<file path="src/design/ifab_pkg.sv">
// Constants for the IF amplifier backplane control block
package ifab_pkg;
    localparam int          CONV_W         = 12;
    localparam int          BUS_W          = 8;
    localparam logic [7:0]  ADDR_FRONT_LO  = 8'h50;
    localparam logic [7:0]  ADDR_FRONT_HI  = 8'h51;
    localparam logic [7:0]  ADDR_MID_LO    = 8'h52;
    localparam logic [7:0]  ADDR_MID_HI    = 8'h53;
    localparam logic [7:0]  ADDR_END_LO    = 8'h54;
    localparam logic [7:0]  ADDR_END_HI    = 8'h55;
    localparam logic [7:0]  ADDR_SPARE_LO  = 8'h56;
    localparam logic [7:0]  ADDR_SPARE_HI  = 8'h57;
    localparam logic [7:0]  ADDR_LOAD      = 8'h58;
    localparam logic [7:0]  ADDR_LATCH     = 8'h59;
    localparam int          LAT_BW_LSB     = 0;
    localparam int          LAT_BW_MSB     = 2;
    localparam int          LAT_BW_EN      = 3;
    localparam int          LAT_LOW_BAND   = 4;
    localparam int          LAT_BAND1      = 5;
    localparam int          LAT_AGC_EN     = 6;
    localparam logic [7:0]  LATCH_RESET    = 8'h00;
    localparam logic [11:0] CONV_RESET     = 12'h000;
    localparam logic [2:0]  BW_15M         = 3'h0;
    localparam logic [2:0]  BW_8M_RSVD     = 3'h1;
    localparam logic [2:0]  BW_4M          = 3'h2;
    localparam logic [2:0]  BW_1M          = 3'h3;
    localparam logic [2:0]  BW_300K        = 3'h4;
    localparam logic [2:0]  BW_80K         = 3'h5;
    localparam logic [2:0]  BW_UNUSED      = 3'h6;
    localparam logic [2:0]  BW_WIDE        = 3'h7;
    localparam int          CLK_MHZ        = 100;
    localparam int          UNDERLOAD_US   = 200;
    localparam int          UNDERLOAD_CYC  = UNDERLOAD_US * CLK_MHZ;
    localparam int          STRETCH_NS     = 1000;
    localparam int          STRETCH_CYC    = STRETCH_NS * CLK_MHZ / 1000;
endpackage

</file>
<file path="src/design/ifab_ctrl.sv">
// Backplane control: converter registers, band latch, status return
// How it works
// - Each gain converter is 12 bits, written as two byte transfers.
// - Addresses 50h-53h: front low, front high, mid low, mid high.
// - Addresses 54h-57h: end-to-end converter, then unused spare converter.
// - Low address loads bits 0-7; high address loads data 3:0 as 11:8.
// - Any write to 58h moves all four held values to outputs.
// - Latch 59h bits 2:0 hold the bandwidth code.
// - Latch bit 3 enables bandwidth selection.
// - Code plus enable decode into individual bandwidth select lines.
// - Latch bit 4: 0 high band, 1 low bands.
// - High/low select also steers own input selector.
// - Latch bit 5: 1 band 1, 0 band 2.
// - Band, high/low and wideband selects driven onto backplane.
// - Front and mid converters set attenuators with gain control allowed.
// - End-to-end converter alone sets fourth attenuator, never gain control.
// - Underload reported only after 200 us uninterrupted; interruptions retrigger.
// - Overload is stretched then tristate-driven onto two overload lines.
// - Filter bandwidth select lines are active low.
`timescale 1ns/100ps
`default_nettype none
module ifab_ctrl #(
    parameter int UNDERLOAD_CYC = ifab_pkg::UNDERLOAD_CYC,
    parameter int STRETCH_CYC   = ifab_pkg::STRETCH_CYC
) (
    input  wire logic        clock,
    input  wire logic        rst,
    input  wire logic [7:0]  bus_addr,
    input  wire logic [7:0]  bus_data,
    input  wire logic        bus_wr,
    input  wire logic        overload_in,
    input  wire logic        underload_in,
    output logic [11:0]      front_gain,
    output logic [11:0]      mid_gain,
    output logic [11:0]      end_gain,
    output logic [11:0]      spare_gain,
    output logic             agc_path_closed,
    output logic             front_agc_en,
    output logic             mid_agc_en,
    output logic             end_agc_en,
    output logic [4:0]       bw_sel_n,
    output logic             wideband_sel,
    output logic             low_band_sel,
    output logic             band1_sel,
    output logic             input_lowfreq_sel,
    output logic             underload_out,
    output logic             underload_oe,
    output logic             combined_ovl_out,
    output logic             combined_ovl_oe,
    output logic             discrete_ovl_out,
    output logic             discrete_ovl_oe
);
    initial
    begin
        if (UNDERLOAD_CYC < 1 || STRETCH_CYC < 1)
            $error("ifab_ctrl: counts must be at least one");
    end

    // Pin synchronisers; first stage feeds only the second
    logic [2:0] sync1_r;
    logic [2:0] sync2_r;
    logic [7:0] addr_s;
    logic [7:0] data_s;

    logic [7:0] addr1_r;
    logic [7:0] addr2_r;
    logic [7:0] data1_r;
    logic [7:0] data2_r;

    always_ff @(posedge clock or posedge rst)
    begin
        if (rst)
        begin
            sync1_r <= '0;
            sync2_r <= '0;
            addr1_r <= 8'h00;
            addr2_r <= 8'h00;
            data1_r <= 8'h00;
            data2_r <= 8'h00;
        end
        else
        begin
            sync1_r <= {bus_wr, underload_in, overload_in};
            sync2_r <= sync1_r;
            addr1_r <= bus_addr;
            addr2_r <= addr1_r;
            data1_r <= bus_data;
            data2_r <= data1_r;
        end
    end

    assign addr_s           = addr2_r;
    assign data_s           = data2_r;

    logic wr_s;
    logic wr_d_r;
    logic wr_edge;
    logic ovl_s;
    logic unl_s;

    assign ovl_s = sync2_r[0];
    assign unl_s = sync2_r[1];
    assign wr_s  = sync2_r[2];

    always_ff @(posedge clock or posedge rst)
    begin
        if (rst)
            wr_d_r <= 1'b0;
        else
            wr_d_r <= wr_s;
    end

    // One write per strobe; address and data held stable around the strobe
    assign wr_edge = wr_s && !wr_d_r;

    // Address decode
    logic [3:0] hit_lo;
    logic [3:0] hit_hi;
    logic       hit_load;
    logic       hit_latch;

    genvar g;
    generate
        for (g = 0; g < 4; g++)
        begin : g_dec
            assign hit_lo[g] = wr_edge &&
                (addr_s == ifab_pkg::ADDR_FRONT_LO + 8'(2 * g));
            assign hit_hi[g] = wr_edge &&
                (addr_s == ifab_pkg::ADDR_FRONT_HI + 8'(2 * g));
        end
    endgenerate

    assign hit_load  = wr_edge && (addr_s == ifab_pkg::ADDR_LOAD);
    assign hit_latch = wr_edge && (addr_s == ifab_pkg::ADDR_LATCH);

    // Holding and output registers, one set per converter
    logic [11:0] hold_r [4];
    logic [11:0] out_r  [4];

    generate
        for (g = 0; g < 4; g++)
        begin : g_conv
            always_ff @(posedge clock or posedge rst)
            begin
                if (rst)
                    hold_r[g] <= ifab_pkg::CONV_RESET;
                else if (hit_lo[g])
                    hold_r[g][7:0] <= data_s;
                else if (hit_hi[g])
                    hold_r[g][11:8] <= data_s[3:0];
            end

            // Outputs move only on the load strobe, so a half-written value never shows
            always_ff @(posedge clock or posedge rst)
            begin
                if (rst)
                    out_r[g] <= ifab_pkg::CONV_RESET;
                else if (hit_load)
                    out_r[g] <= hold_r[g];
            end
        end
    endgenerate

    assign front_gain = out_r[0];
    assign mid_gain   = out_r[1];
    assign end_gain   = out_r[2];
    assign spare_gain = out_r[3];

    // Control latch
    logic [7:0] latch_r;

    always_ff @(posedge clock or posedge rst)
    begin
        if (rst)
            latch_r <= ifab_pkg::LATCH_RESET;
        else if (hit_latch)
            latch_r <= data_s;
    end

    logic [2:0] bw_code;
    logic       bw_en;
    logic       agc_en;

    assign bw_code = latch_r[ifab_pkg::LAT_BW_MSB:ifab_pkg::LAT_BW_LSB];
    assign bw_en   = latch_r[ifab_pkg::LAT_BW_EN];
    assign agc_en  = latch_r[ifab_pkg::LAT_AGC_EN];

    // Select lines: 15M, 4M, 1M, 300k, 80k; reserved and unused codes select none
    logic [4:0] bw_onehot;
    logic       wide_nxt;

    assign bw_onehot[0] = bw_en && (bw_code == ifab_pkg::BW_15M);
    assign bw_onehot[1] = bw_en && (bw_code == ifab_pkg::BW_4M);
    assign bw_onehot[2] = bw_en && (bw_code == ifab_pkg::BW_1M);
    assign bw_onehot[3] = bw_en && (bw_code == ifab_pkg::BW_300K);
    assign bw_onehot[4] = bw_en && (bw_code == ifab_pkg::BW_80K);
    assign wide_nxt     = bw_en && (bw_code == ifab_pkg::BW_WIDE);

    // Registered pin outputs
    always_ff @(posedge clock or posedge rst)
    begin
        if (rst)
        begin
            bw_sel_n          <= 5'h1F;
            wideband_sel      <= 1'b0;
            low_band_sel      <= 1'b0;
            band1_sel         <= 1'b0;
            input_lowfreq_sel <= 1'b0;
            agc_path_closed   <= 1'b0;
            front_agc_en      <= 1'b0;
            mid_agc_en        <= 1'b0;
            end_agc_en        <= 1'b0;
        end
        else
        begin
            bw_sel_n          <= ~bw_onehot;
            wideband_sel      <= wide_nxt;
            low_band_sel      <= latch_r[ifab_pkg::LAT_LOW_BAND];
            band1_sel         <= latch_r[ifab_pkg::LAT_BAND1];
            input_lowfreq_sel <= latch_r[ifab_pkg::LAT_LOW_BAND];
            agc_path_closed   <= agc_en;
            front_agc_en      <= agc_en;
            mid_agc_en        <= agc_en;
            end_agc_en        <= 1'b0;
        end
    end

    // Status return
    logic unl_qual;
    logic ovl_str;

    ifab_qual #(
        .QUAL_CYC    (UNDERLOAD_CYC),
        .STRETCH_CYC (STRETCH_CYC)
    ) u_unl (
        .clock     (clock),
        .rst       (rst),
        .level_in  (unl_s),
        .pulse_in  (1'b0),
        .qualified (unl_qual),
        .stretched ()
    );

    ifab_qual #(
        .QUAL_CYC    (1),
        .STRETCH_CYC (STRETCH_CYC)
    ) u_ovl (
        .clock     (clock),
        .rst       (rst),
        .level_in  (1'b0),
        .pulse_in  (ovl_s),
        .qualified (),
        .stretched (ovl_str)
    );

    // Status lines drive only while asserted, so other modules may share them
    always_ff @(posedge clock or posedge rst)
    begin
        if (rst)
        begin
            underload_out    <= 1'b0;
            underload_oe     <= 1'b0;
            combined_ovl_out <= 1'b0;
            combined_ovl_oe  <= 1'b0;
            discrete_ovl_out <= 1'b0;
            discrete_ovl_oe  <= 1'b0;
        end
        else
        begin
            underload_out    <= unl_qual;
            underload_oe     <= unl_qual;
            combined_ovl_out <= ovl_str;
            combined_ovl_oe  <= ovl_str;
            discrete_ovl_out <= ovl_str;
            discrete_ovl_oe  <= ovl_str;
        end
    end

endmodule
`default_nettype wire

</file>
<file path="src/design/ifab_qual.sv">
// Retriggerable qualify timer and pulse stretcher for one status input
`timescale 1ns/100ps
`default_nettype none
module ifab_qual #(
    parameter int QUAL_CYC    = 20000,
    parameter int STRETCH_CYC = 100
) (
    input  wire logic clock,
    input  wire logic rst,
    input  wire logic level_in,
    input  wire logic pulse_in,
    output logic      qualified,
    output logic      stretched
);
    localparam int QW = $clog2(QUAL_CYC + 1);
    localparam int SW = $clog2(STRETCH_CYC + 1);

    initial
    begin
        if (QUAL_CYC < 1 || STRETCH_CYC < 1)
            $error("ifab_qual: counts must be at least one");
    end

    logic [QW-1:0] qual_cnt_r;
    logic [SW-1:0] str_cnt_r;
    logic          qual_done;
    logic          str_busy;

    assign qual_done = (qual_cnt_r == QW'(QUAL_CYC));
    assign str_busy  = (str_cnt_r != '0);

    // Any drop of the level restarts the interval from zero
    always_ff @(posedge clock or posedge rst)
    begin
        if (rst)
            qual_cnt_r <= '0;
        else if (!level_in)
            qual_cnt_r <= '0;
        else if (!qual_done)
            qual_cnt_r <= qual_cnt_r + QW'(1);
    end

    always_ff @(posedge clock or posedge rst)
    begin
        if (rst)
            str_cnt_r <= '0;
        else if (pulse_in)
            str_cnt_r <= SW'(STRETCH_CYC);
        else if (str_busy)
            str_cnt_r <= str_cnt_r - SW'(1);
    end

    always_ff @(posedge clock or posedge rst)
    begin
        if (rst)
        begin
            qualified <= 1'b0;
            stretched <= 1'b0;
        end
        else
        begin
            qualified <= level_in && qual_done;
            stretched <= pulse_in || str_busy;
        end
    end
endmodule
`default_nettype wire

</file>
<file path="config.mk">
export PLATFORM = sky130hd
export DESIGN_NAME = ifab_ctrl
export DESIGN_NICKNAME = d
export VERILOG_FILES = /design/src/design/ifab_pkg.sv /design/src/design/ifab_ctrl.sv /design/src/design/ifab_qual.sv
export SDC_FILE = /design/constraint.sdc
export NUM_CORES = 1
export LEC_CHECK = 0
export BUFFER_PORTS_ARGS = -buffer_cell sky130_fd_sc_hd__buf_4
export CELL_PAD_IN_SITES_DETAIL_PLACEMENT = 2
export CELL_PAD_IN_SITES_GLOBAL_PLACEMENT = 2
export CORE_ASPECT_RATIO = 1.1
export CORE_MARGIN = 2
export CORE_UTILIZATION = 29
export CTS_CLUSTER_SIZE = 40
export DETAILED_ROUTE_END_ITERATION = 8
export GPL_TIMING_DRIVEN = 0
export PLACE_DENSITY = 0.63
export SLEW_MARGIN = 10
export SYNTH_ARGS = -nofsm -noshare
export SYNTH_HDL_FRONTEND = slang
export SYNTH_SLANG_ARGS = --single-unit
</file>
<file path="constraint.sdc">
create_clock -name clock -period 5.6 [get_ports clock]
set_input_delay 0.56 -clock clock [delete_from_list [all_inputs] [get_ports clock]]
set_output_delay 0.56 -clock clock [all_outputs]
set_load 0.005 [all_outputs]
</file>
# Yosys cells after proc, flatten, opt, wreduce, memory -nomap -nowiden
# Index checks and enable logic that the tools add are counted.
dict set report word_totals {
  out_inout_bits 67
  wordCells 86
  regBits 177
  inputBits 21
}
dict set report classes {
  eq_ne 17
  n_addsub 2
  bitwise_logic 5
  n_reduce_logical 27
  n_mux 4
}
# op count
set op_table {}
lappend op_table {{$eq 8x7->1 const B} 10}
lappend op_table {{$mux 15} 2}
lappend op_table {{$logic_and 1x1->1} 18}
lappend op_table {{$add 15x1->15 const B} 1}
lappend op_table {{$eq 15x15->1 const B} 1}
lappend op_table {{$mux 7} 2}
lappend op_table {{$eq 3x3->1 const B} 3}
lappend op_table {{$reduce_and 2->1} 4}
lappend op_table {{$reduce_bool 7->1} 1}
lappend op_table {{$sub 7x1->7 const B} 1}
lappend op_table {{$eq 3x2->1 const B} 2}
lappend op_table {{$not 5->5} 1}
lappend op_table {{$not 1->1} 4}
lappend op_table {{$logic_not 3->1} 1}
lappend op_table {{$ne 2x2->1 const B} 1}
lappend op_table {{$reduce_bool 2->1} 1}
lappend op_table {{$logic_not 1->1} 1}
lappend op_table {{$logic_or 1x1->1} 1}

# Longest topological paths before layout
# Gate-level depths: netlist of the first run.
dict set report logic_depth {
  ltp_word 5
  ltp_mapped 7
  ltp_nobuf 6
}

# Cells and area by module
# Synthesis of the first run repeated with hierarchy kept, for this count alone.
dict set report unflattened {
  hier_cells 470
  area_unflattened_um2 7130.6
}
# module n_inst area_each_um2 seq_area_each_um2 cells_per_inst
set modules_own_cells {}
lappend modules_own_cells {ifab_ctrl 1 5406.4 3834.9 297}
lappend modules_own_cells {{ifab_qual (u_unl)} 1 1257.5 600.6 130}
lappend modules_own_cells {{ifab_qual (u_ovl)} 1 466.7 250.2 43}

# Least setup slack after synthesis of the first run
# OpenSTA, ideal clock, no wires.
dict set report synth_path {
  kind {register to register}
  from {register u_unl.qual_cnt_r[0]}
  to {register u_unl.qual_cnt_r[2]}
  setup_ps 73
  arrival_time_ps 1925
  required_time_ps 5527
  synth_period_minus_slack_ps 1999
  n_path_buf 1
  setup_slack_ps 3601
  stages_incl_launch_ff 8
  path_cell_list {dfrtp_1 -> inv_1 -> ha_1 -> or4b_1 -> or4_1 -> buf_2 -> a21bo_1 -> a21oi_2}
}
dict set report synth_between {
  elab_chain_len 3
  elab_cells_between_ends 5
  classes_between {add/sub: 1; eq/ne: 2; mux: 2}
}
# element line_no
set synth_rtl {}
lappend synth_rtl {{from (decl)} ifab_qual.sv:24} ;# logic [QW-1:0] qual_cnt_r;
lappend synth_rtl {{from (signal assigned)} ifab_qual.sv:40} ;# qual_cnt_r <= qual_cnt_r + QW'(1);
lappend synth_rtl {{$add 15x1->15} ifab_qual.sv:40}
lappend synth_rtl {{$mux 15} ifab_qual.sv:39} ;# else if (!qual_done)
lappend synth_rtl {{$mux 15} ifab_qual.sv:37} ;# else if (!level_in)
# Several ways; a longest one is shown, not always the timed one. The select of a mux whose other input is x is not followed.
# A chain may end at the register's enable or synchronous reset.

# Final worst setup path of the first run
dict set report layout_path {
  from {register addr2_r[7]}
  to {register hold_r[39] in the netlist's numbering}
}
dict set report layout_between {
  elab_chain_len 2
}
# element line_no
set layout_rtl {}
lappend layout_rtl {{from (decl)} ifab_ctrl.sv:66} ;# logic [7:0] addr2_r;
lappend layout_rtl {{from (signal assigned)} ifab_ctrl.sv:86} ;# addr2_r <= addr1_r;
lappend layout_rtl {{$eq 8x7->1} ifab_ctrl.sv:127} ;# (addr_s == ifab_pkg::ADDR_FRONT_LO + 8'(2 * g));
lappend layout_rtl {{$logic_and 1x1->1} ifab_ctrl.sv:126} ;# assign hit_lo[g] = wr_edge &&
lappend layout_rtl {{to (signal, indexed assignment)} ifab_ctrl.sv:146} ;# hold_r[g] <= ifab_pkg::CONV_RESET;
lappend layout_rtl {{to (signal, indexed assignment)} ifab_ctrl.sv:148} ;# hold_r[g][7:0] <= data_s;
lappend layout_rtl {{to (signal, indexed assignment)} ifab_ctrl.sv:150} ;# hold_r[g][11:8] <= data_s[3:0];
lappend layout_rtl {{to (decl)} ifab_ctrl.sv:137} ;# logic [11:0] hold_r [4];
# No other way between the ends.

==> results of run 1 <==
## flip-flops by register name (all words and copies together), names as in the netlist, 3 cells and up
register and cells:
spare_gain 12, u_unl.qual_cnt_r 15, sync1_r 3, sync2_r 3, end_gain 12, hold_r 48, u_ovl.str_cnt_r 7, addr2_r 8
mid_gain 12, data2_r 8, front_gain 12, bw_sel_n 5, data1_r 8, latch_r 7, addr1_r 8
## cells in the final DEF, fill, tap and decap left out, types with 2 or more instances in the layout
master                       instances
sky130_fd_sc_hd__bufinv_16           3
sky130_fd_sc_hd__clkbuf_16          17
sky130_fd_sc_hd__xnor2_1            10
sky130_fd_sc_hd__clkbuf_1            6
sky130_fd_sc_hd__nor3_1              4
sky130_fd_sc_hd__clkinvlp_4          2
sky130_fd_sc_hd__or4b_1              2
sky130_fd_sc_hd__mux2_2            103
sky130_fd_sc_hd__nor2_1             20
sky130_fd_sc_hd__nor3b_1             2
sky130_fd_sc_hd__xor2_1              2
sky130_fd_sc_hd__nor2b_1             2
sky130_fd_sc_hd__nand3b_1            3
sky130_fd_sc_hd__dfstp_2             5
sky130_fd_sc_hd__nand2b_1            2
sky130_fd_sc_hd__nor4_1              4
sky130_fd_sc_hd__nand4_1             4
sky130_fd_sc_hd__inv_6               4
sky130_fd_sc_hd__o21ai_0             3
sky130_fd_sc_hd__nand2_1            11
sky130_fd_sc_hd__a21oi_1             4
sky130_fd_sc_hd__buf_4              94
sky130_fd_sc_hd__nor3_2              2
sky130_fd_sc_hd__ha_1                3
sky130_fd_sc_hd__or3_1               4
sky130_fd_sc_hd__or2_2               2
sky130_fd_sc_hd__inv_8               5
sky130_fd_sc_hd__buf_2               3
sky130_fd_sc_hd__nand3_1             9
sky130_fd_sc_hd__dfrtp_1           172
sky130_fd_sc_hd__inv_1              11
sky130_fd_sc_hd__nor4_4              2
sky130_fd_sc_hd__or3b_1              2
## report_power, final
group | switching, uW | internal, uW
combinational | 50.3 | 35.8
clock | 533 | 731
sequential | 27.7 | 1310
## area by class of cell
class                   count  area, um2  share of cell area [%]
plain buffers              17       97.6                    1.20
clock buffers              18        439                    5.39
clock inverters            14        190                    2.33
inverters                  12       52.6                   0.644
multi-input cells         215       1900                    23.3
flip-flops and latches    177       4440                    54.4
well taps                 295        369                    4.53
repair buffers             87        673                    8.25
## logic make-up (layout without fill, tap and decap cells)
family	after synthesis	after routing
buf+inv	29	148
fa+ha+maj	3	3
mux	104	104
compound gates	14	14
other cells	1	1
flops	177	177
simple gates	81	81
xor+xnor	12	12
## layer usage
| layer | vias to the layer above | track usage [%] |
|---|---|---|
| li1 | 1659 | - |
| met4 | 0 | 4.37 |
| met1 | 1974 | 15.8 |
| met5 | - | 0 |
| met3 | 8 | 3.13 |
| met2 | 73 | 22.9 |
## Yosys cell counts (all sizes together), types with 4 or more instances
master | instances | area (um2)
a21oi | 5 | 28.8
buf | 11 | 75.1
clkbuf | 6 | 22.5
dfrtp | 172 | 4300
dfstp | 5 | 131
inv | 12 | 45.0
mux2 | 103 | 1160
nand2 | 11 | 41.3
nand3 | 9 | 45.0
nand4 | 4 | 25.0
nor2 | 20 | 75.1
nor3 | 6 | 40.0
nor4 | 7 | 80.1
or3 | 4 | 25.0
xnor2 | 10 | 87.6
## final timing paths
check,startpoint,end,depth (start not counted)
max,addr2_r[7],hold_r[39],5
min,bus_data[4],data1_r[4],1
max reg2reg,addr2_r[7],hold_r[39],5
min reg2reg,data1_r[3],data2_r[3],0
max in group asynchronous,rst,hold_r[4],3
min in group asynchronous,rst,addr1_r[6],2
## through the flow
step                      setup WS (ps)  total power (uW)  instances
after floorplan                     246              1410        421
after global placement            -1600              1440        802
after detailed placement           3250              1450        803
after CTS                          3230              2730        835
after global routing               3150              2800        835
final                              3310              2690        835
==> results.py, run 1 <==
metrics = {
    "power_and_ir_drop": {
        "pwr_density_cell_nw_per_um2": 330,
        "worst_ir_drop_vdd_v": 0.000205,
        "power_leakage_uw": 0.00396,
    },
    "synthesis": {
        "synthArstFlopShare_pct": 100,
        "synth-simple-area-share_pct": 7.55,
        "post_synth_fa_ha_maj_area_fraction_pct": 0.580,
        "syn_area_per_cell_um2": 15.4,
        "yosysWarningCount": 0,
        "yosysUniqueCellTypes": 43,
        "main_combinational_cell_family_by_area_after_synthesis": "multiplexers",
        "synthMuxAreaShare_pct": 18.1,
        "yosys_register_bits": 177,
        "syn_inst": 421,
        "count_of_flip_flops_with_a_built_in_enable_after_synthesis": 0,
        "synth-xor-area-share_pct": 1.62,
        "compound_cell_area_share_of_the_yosys_netlist_pct": 1.43,
        "netlist_area_um2": 6480,
        "dominantRegCellSynth": "sky130_fd_sc_hd__dfrtp_1",
        "synth_net_count": 445,
        "synth-seq-area-share_pct": 68.5,
    },
    "sta": {
        "final.min_clock_period_ps": 2290,
        "finalCritPeriodShare_pct": 41.0,
        "final-setup-viol-count": 0,
        "fin_worst_hold_slack_ps": 231,
        "timing.setup.tns_ps": 0,
        "highest_achievable_clock_rate_ghz": 0.436,
        "finalHoldViolations": 0,
        "maxSlewViolCount": 0,
        "finalClockSkew_ps": 10.2,
        "rsz0062_at_grt": "false",
        "maxSlewHeadroom_pct": 47.1,
        "timing_worst_slew_pin_value_ps": 787,
    },
    "die": {
        "fp.dieArea_um2": 23500,
        "placeableCoreArea_um2": 22000,
        "pin_count": 88,
        "fp.dieH_um": 161,
        "chipWidth_um": 146,
        "start_util_pct": 29.4,
        "floorplan.rows": 57,
    },
    "routing": {
        "wl_per_cell_um": 17.3,
        "wl_met1_mm": 6.17,
        "detailroute.wirelength.met2_mm": 7.58,
        "vias": 3714,
        "vias_per_cell": 4.45,
        "ant_nets": 0,
        "first_pass_iters": 3,
        "highest_layer": "met4",
        "met3WireLength_um": 518,
        "drt-initial-drc-count": 105,
        "wl_mm": 14.4,
        "drc": 0,
    },
    "worst_hold_path": {
        "timing.hold.worst.class": "in2reg",
    },
    "critical_path": {
        "critical_path_cell_sequence": "nand4bb_1 > or3_1 > clkbuf_1 > nor4_4 > mux2_2",
        "worst-setup-path-type": "reg2reg",
        "critical_path_arrival_ps": 2600,
        "path_buf_inv": 1,
        "timing.critical_path.from_type": "flip-flop",
        "critPathMaxFanout": 8,
        "reg2reg_setup_slack_ps": 3310,
        "worstSetupEndpointType": "flip-flop",
        "crit_path_top_delay_cell": "sky130_fd_sc_hd__nor4_4",
        "slowest_delay_ps": 580,
        "critPathTopFamily": "simple AND/OR/NAND/NOR gates",
        "worstPathRequired_ps": 5910,
    },
    "finish": {
        "layout-drive-gt1-share_pct": 45.9,
        "design_area_um2": 8160,
        "fillers": 2168,
        "final_core_util_pct": 37.0,
        "final_net_count": 551,
        "antennaDiodeCount": 0,
        "area_growth_pct": 25.9,
    },
    "clocking": {
        "clk_path_buf_depth": 2,
        "cts-resized-gates": 0,
        "clock_sinks": 177,
        "cts-buffers-inserted": 17,
        "cts_hold_repair.buffers": 0,
        "cts.htree.levels": 4,
        "cts.repair_timing.setup_buffer_count": 0,
        "clock_tree_from_tritoncts": "done",
        "clock_slew_at_the_register_clock_pins_of_the_worst_setup_and_hold_paths_ps": 70,
        "clock-root-buffer": "sky130_fd_sc_hd__clkbuf_16",
        "clk_latency_ps": 430,
    },
    "placement": {
        "final_weighted_congestion_in_routability_driven_placement": 0.753,
        "hpwlAfterDp_mm": 9.78,
        "post_dp_cell_area_um2": 7530,
        "port_buffers": 86,
    },
    "grt": {
        "grt_first_pass_wirelength_mm": 23.7,
        "grt.overflow.total": 0,
        "grt_antenna_before_repair": 0,
        "first_global_vias": 4308,
        "gr-usage-all-layers_pct": 13.1,
        "grt_max_degree": 110,
    },
    "status": {
        "status": "complete, no violations",
    },
    "run": {
        "cap_violations": 0,
    },
}
No activity file was read; power rests on OpenSTA's default activity.
==> inputs of run 2 (changes only) <==
--- a/config.mk
+++ b/config.mk
@@ -14,7 +14,7 @@
 export CTS_CLUSTER_SIZE = 40
 export DETAILED_ROUTE_END_ITERATION = 8
 export GPL_TIMING_DRIVEN = 0
-export PLACE_DENSITY = 0.63
+export PLACE_DENSITY = 0.6
 export SLEW_MARGIN = 10
 export SYNTH_ARGS = -nofsm -noshare
 export SYNTH_HDL_FRONTEND = slang
==> constraint.sdc (replaced) <==
create_clock -name clock -period 2.2 [get_ports clock]
set_input_delay 0.22 -clock clock [delete_from_list [all_inputs] [get_ports clock]]
set_output_delay 0.22 -clock clock [all_outputs]
set_load 0.005 [all_outputs]
==> results.py, run 2 (synthesis gave the netlist of run 1 again) <==
metrics = {
    "run": {
        "cap_violations": 0,
    },
    "routing": {
        "wl_mm": 14.2,
        "ant_nets": 0,
        "drt-initial-drc-count": 167,
        "vias_per_cell": 4.35,
        "first_pass_iters": 4,
        "drc": 0,
        "wl_per_cell_um": 16.5,
        "vias": 3764,
    },
    "placement": {
        "post_dp_cell_area_um2": 7600,
        "final_weighted_congestion_in_routability_driven_placement": 0.746,
        "hpwlAfterDp_mm": 10.1,
        "post-place-cells": 807,
        "place_worst_setup_slack_ps": -94.6,
        "port_buffers": 86,
    },
    "finish": {
        "mostFrequentLayoutCell": "sky130_fd_sc_hd__dfrtp_1",
        "antennaDiodeCount": 0,
        "layout-drive-gt1-share_pct": 46.8,
        "final_core_util_pct": 38.7,
        "area_growth_pct": 31.6,
        "layoutNonFillerInstCount": 865,
        "design_area_um2": 8520,
        "largest_register_ffs": 48,
        "final_net_count": 581,
        "regMostFlops": "hold_r",
        "multi_input_gate_area_um2": 1930,
        "regArea_um2": 4440,
        "top_regs": "hold_r: 48 flops, u_unl.qual_cnt_r: 15 flops",
        "fillers": 2193,
        "final_cell_mix": "sky130_fd_sc_hd__dfrtp_1 (170), sky130_fd_sc_hd__mux2_2 (103), sky130_fd_sc_hd__buf_4 (100)",
    },
    "sta": {
        "maxSlewHeadroom_pct": 45.2,
        "finalClockSkew_ps": 8.28,
        "finalHoldViolations": 0,
        "timing_worst_slew_pin_value_ps": 820,
        "timing.setup.tns_ps": 0,
        "final.min_clock_period_ps": 2120,
        "finalCritPeriodShare_pct": 96.4,
        "highest_achievable_clock_rate_ghz": 0.472,
        "final-setup-viol-count": 0,
        "maxSlewViolCount": 0,
        "final_setup_slack_of_the_worst_path_ps": 79.4,
    },
    "critical_path": {
        "worstPathRequired_ps": 2560,
        "reg2reg_to": "u_unl.qual_cnt_r[2]",
        "critical_path_arrival_ps": 2480,
        "worstSetupEndpointType": "flip-flop",
        "slowest_delay_ps": 530,
        "path_buf_inv": 2,
        "critPathMaxFanout": 5,
        "timing.reg2reg.worst_path_depth": 7,
        "critPathTopFamily": "simple AND/OR/NAND/NOR gates",
        "reg2reg_from": "u_unl.qual_cnt_r[0]",
        "crit_path_top_delay_cell": "sky130_fd_sc_hd__or4_1",
        "timing.critical_path.from_type": "flip-flop",
        "critical_path_cell_sequence": "inv_1 > ha_1 > or4b_1 > or4_1 > buf_6 > a21bo_1 > a21oi_2",
        "worst-setup-path-type": "reg2reg",
        "reg2reg_setup_slack_ps": 80,
    },
    "die": {
        "chipWidth_um": 146,
        "fp.dieArea_um2": 23500,
        "placeableCoreArea_um2": 22000,
        "fp.dieH_um": 161,
        "floorplan.rows": 57,
        "pin_count": 88,
        "start_util_pct": 29.4,
    },
    "grt": {
        "grt.overflow.total": 0,
        "met1_usage_pct": 16.3,
        "met2_usage_pct": 22.5,
        "routing_usage_on_met3_pct": 3.78,
        "first_global_vias": 4348,
        "grt_antenna_before_repair": 0,
        "top_usage_layer": "met2",
        "grt_max_degree": 36,
        "grt_first_pass_wirelength_mm": 23.8,
        "gr-usage-all-layers_pct": 13.1,
    },
    "clocking": {
        "cts-buffers-inserted": 17,
        "cts.htree.levels": 4,
        "clock-root-buffer": "sky130_fd_sc_hd__clkbuf_16",
        "clock_slew_at_the_register_clock_pins_of_the_worst_setup_and_hold_paths_ps": 70,
        "clk_path_buf_depth": 2,
        "clock_tree_from_tritoncts": "done",
        "clock_sinks": 177,
        "clk_latency_ps": 430,
    },
    "power_and_ir_drop": {
        "worst_ir_drop_vdd_v": 0.000459,
        "power_leakage_uw": 0.00411,
        "pwr_density_cell_nw_per_um2": 805,
    },
    "worst_hold_path": {
        "hold_depth": 0,
        "worst_hold_startpoint": "sync1_r[0]",
        "hold-path-endpoint": "sync2_r[0]",
        "timing.hold.worst.class": "reg2reg",
    },
    "status": {
        "status": "complete, no violations",
    },
}
## run 2: changes by cell type in the layout (fill, tap and decap cells not counted), sizes merged
cell / change
clkinvlp: +2
buf: +11
clkbuf: -2
dlygate4sd3: +20
inv: -1
## run 2: worst max path at each step
stage / from / endpoint / slack (ps) / cells past startpoint
after floorplan: rst / addr1_r[0] / -280 / 1
after global placement: rst / band1_sel / -1330 / 2
after detailed placement: addr2_r[7] / hold_r[36] / -90 / 5
after CTS: u_unl.qual_cnt_r[0] / u_unl.qual_cnt_r[2] / 20 / 7
after global routing: u_unl.qual_cnt_r[0] / u_unl.qual_cnt_r[2] / -3 / 7
final: u_unl.qual_cnt_r[0] / u_unl.qual_cnt_r[2] / 80 / 7
## run 2: repair_timing
item                                    4_1_cts  5_1_grt
endpoints found under the setup margin       37       34
pin swaps                                     2        0
resized for setup                             4        8
endpoints found under the hold margin        51        0
hold buffers                                 20        0
buffers inserted                              3        4
## run 2: layout make-up
class	instances	area share (%)
timing repair buffer	118	11.9
buffer	16	1.19
tap	295	4.33
multi-input combinational	215	22.6
clock buffer	17	4.99
clock inverter	15	2.26
sequential	177	52.1
inverter	12	0.572
## run 2: report_power, final
part           switching [uW]  internal (uW)
registers                68.3           3340
clock network            1360           1820
logic                     142            137
## run 2: metal layers
metal | wire (um) | up-vias
met4 | 137 | 0
met2 | 7400 | 65
met3 | 510 | 13
li1 | - | 1730
met5 | 0 | -
met1 | 6190 | 1956
## run 2: worst register-to-register path, delay by kind of cell, from the launching register on
family / cells / cell delay, ps
buf+inv: 2 / 230
compound gates: 2 / 300
flops: 1 / 430
fa+ha+maj: 1 / 140
simple gates: 2 / 960
## run 2: metrics by stage
step | hold WS, ps | power [uW]
after floorplan | 251 | 3580
after global placement | 330 | 3670
after detailed placement | 331 | 3710
after CTS | 353 | 6970
after global routing | 358 | 7160
final | 349 | 6860
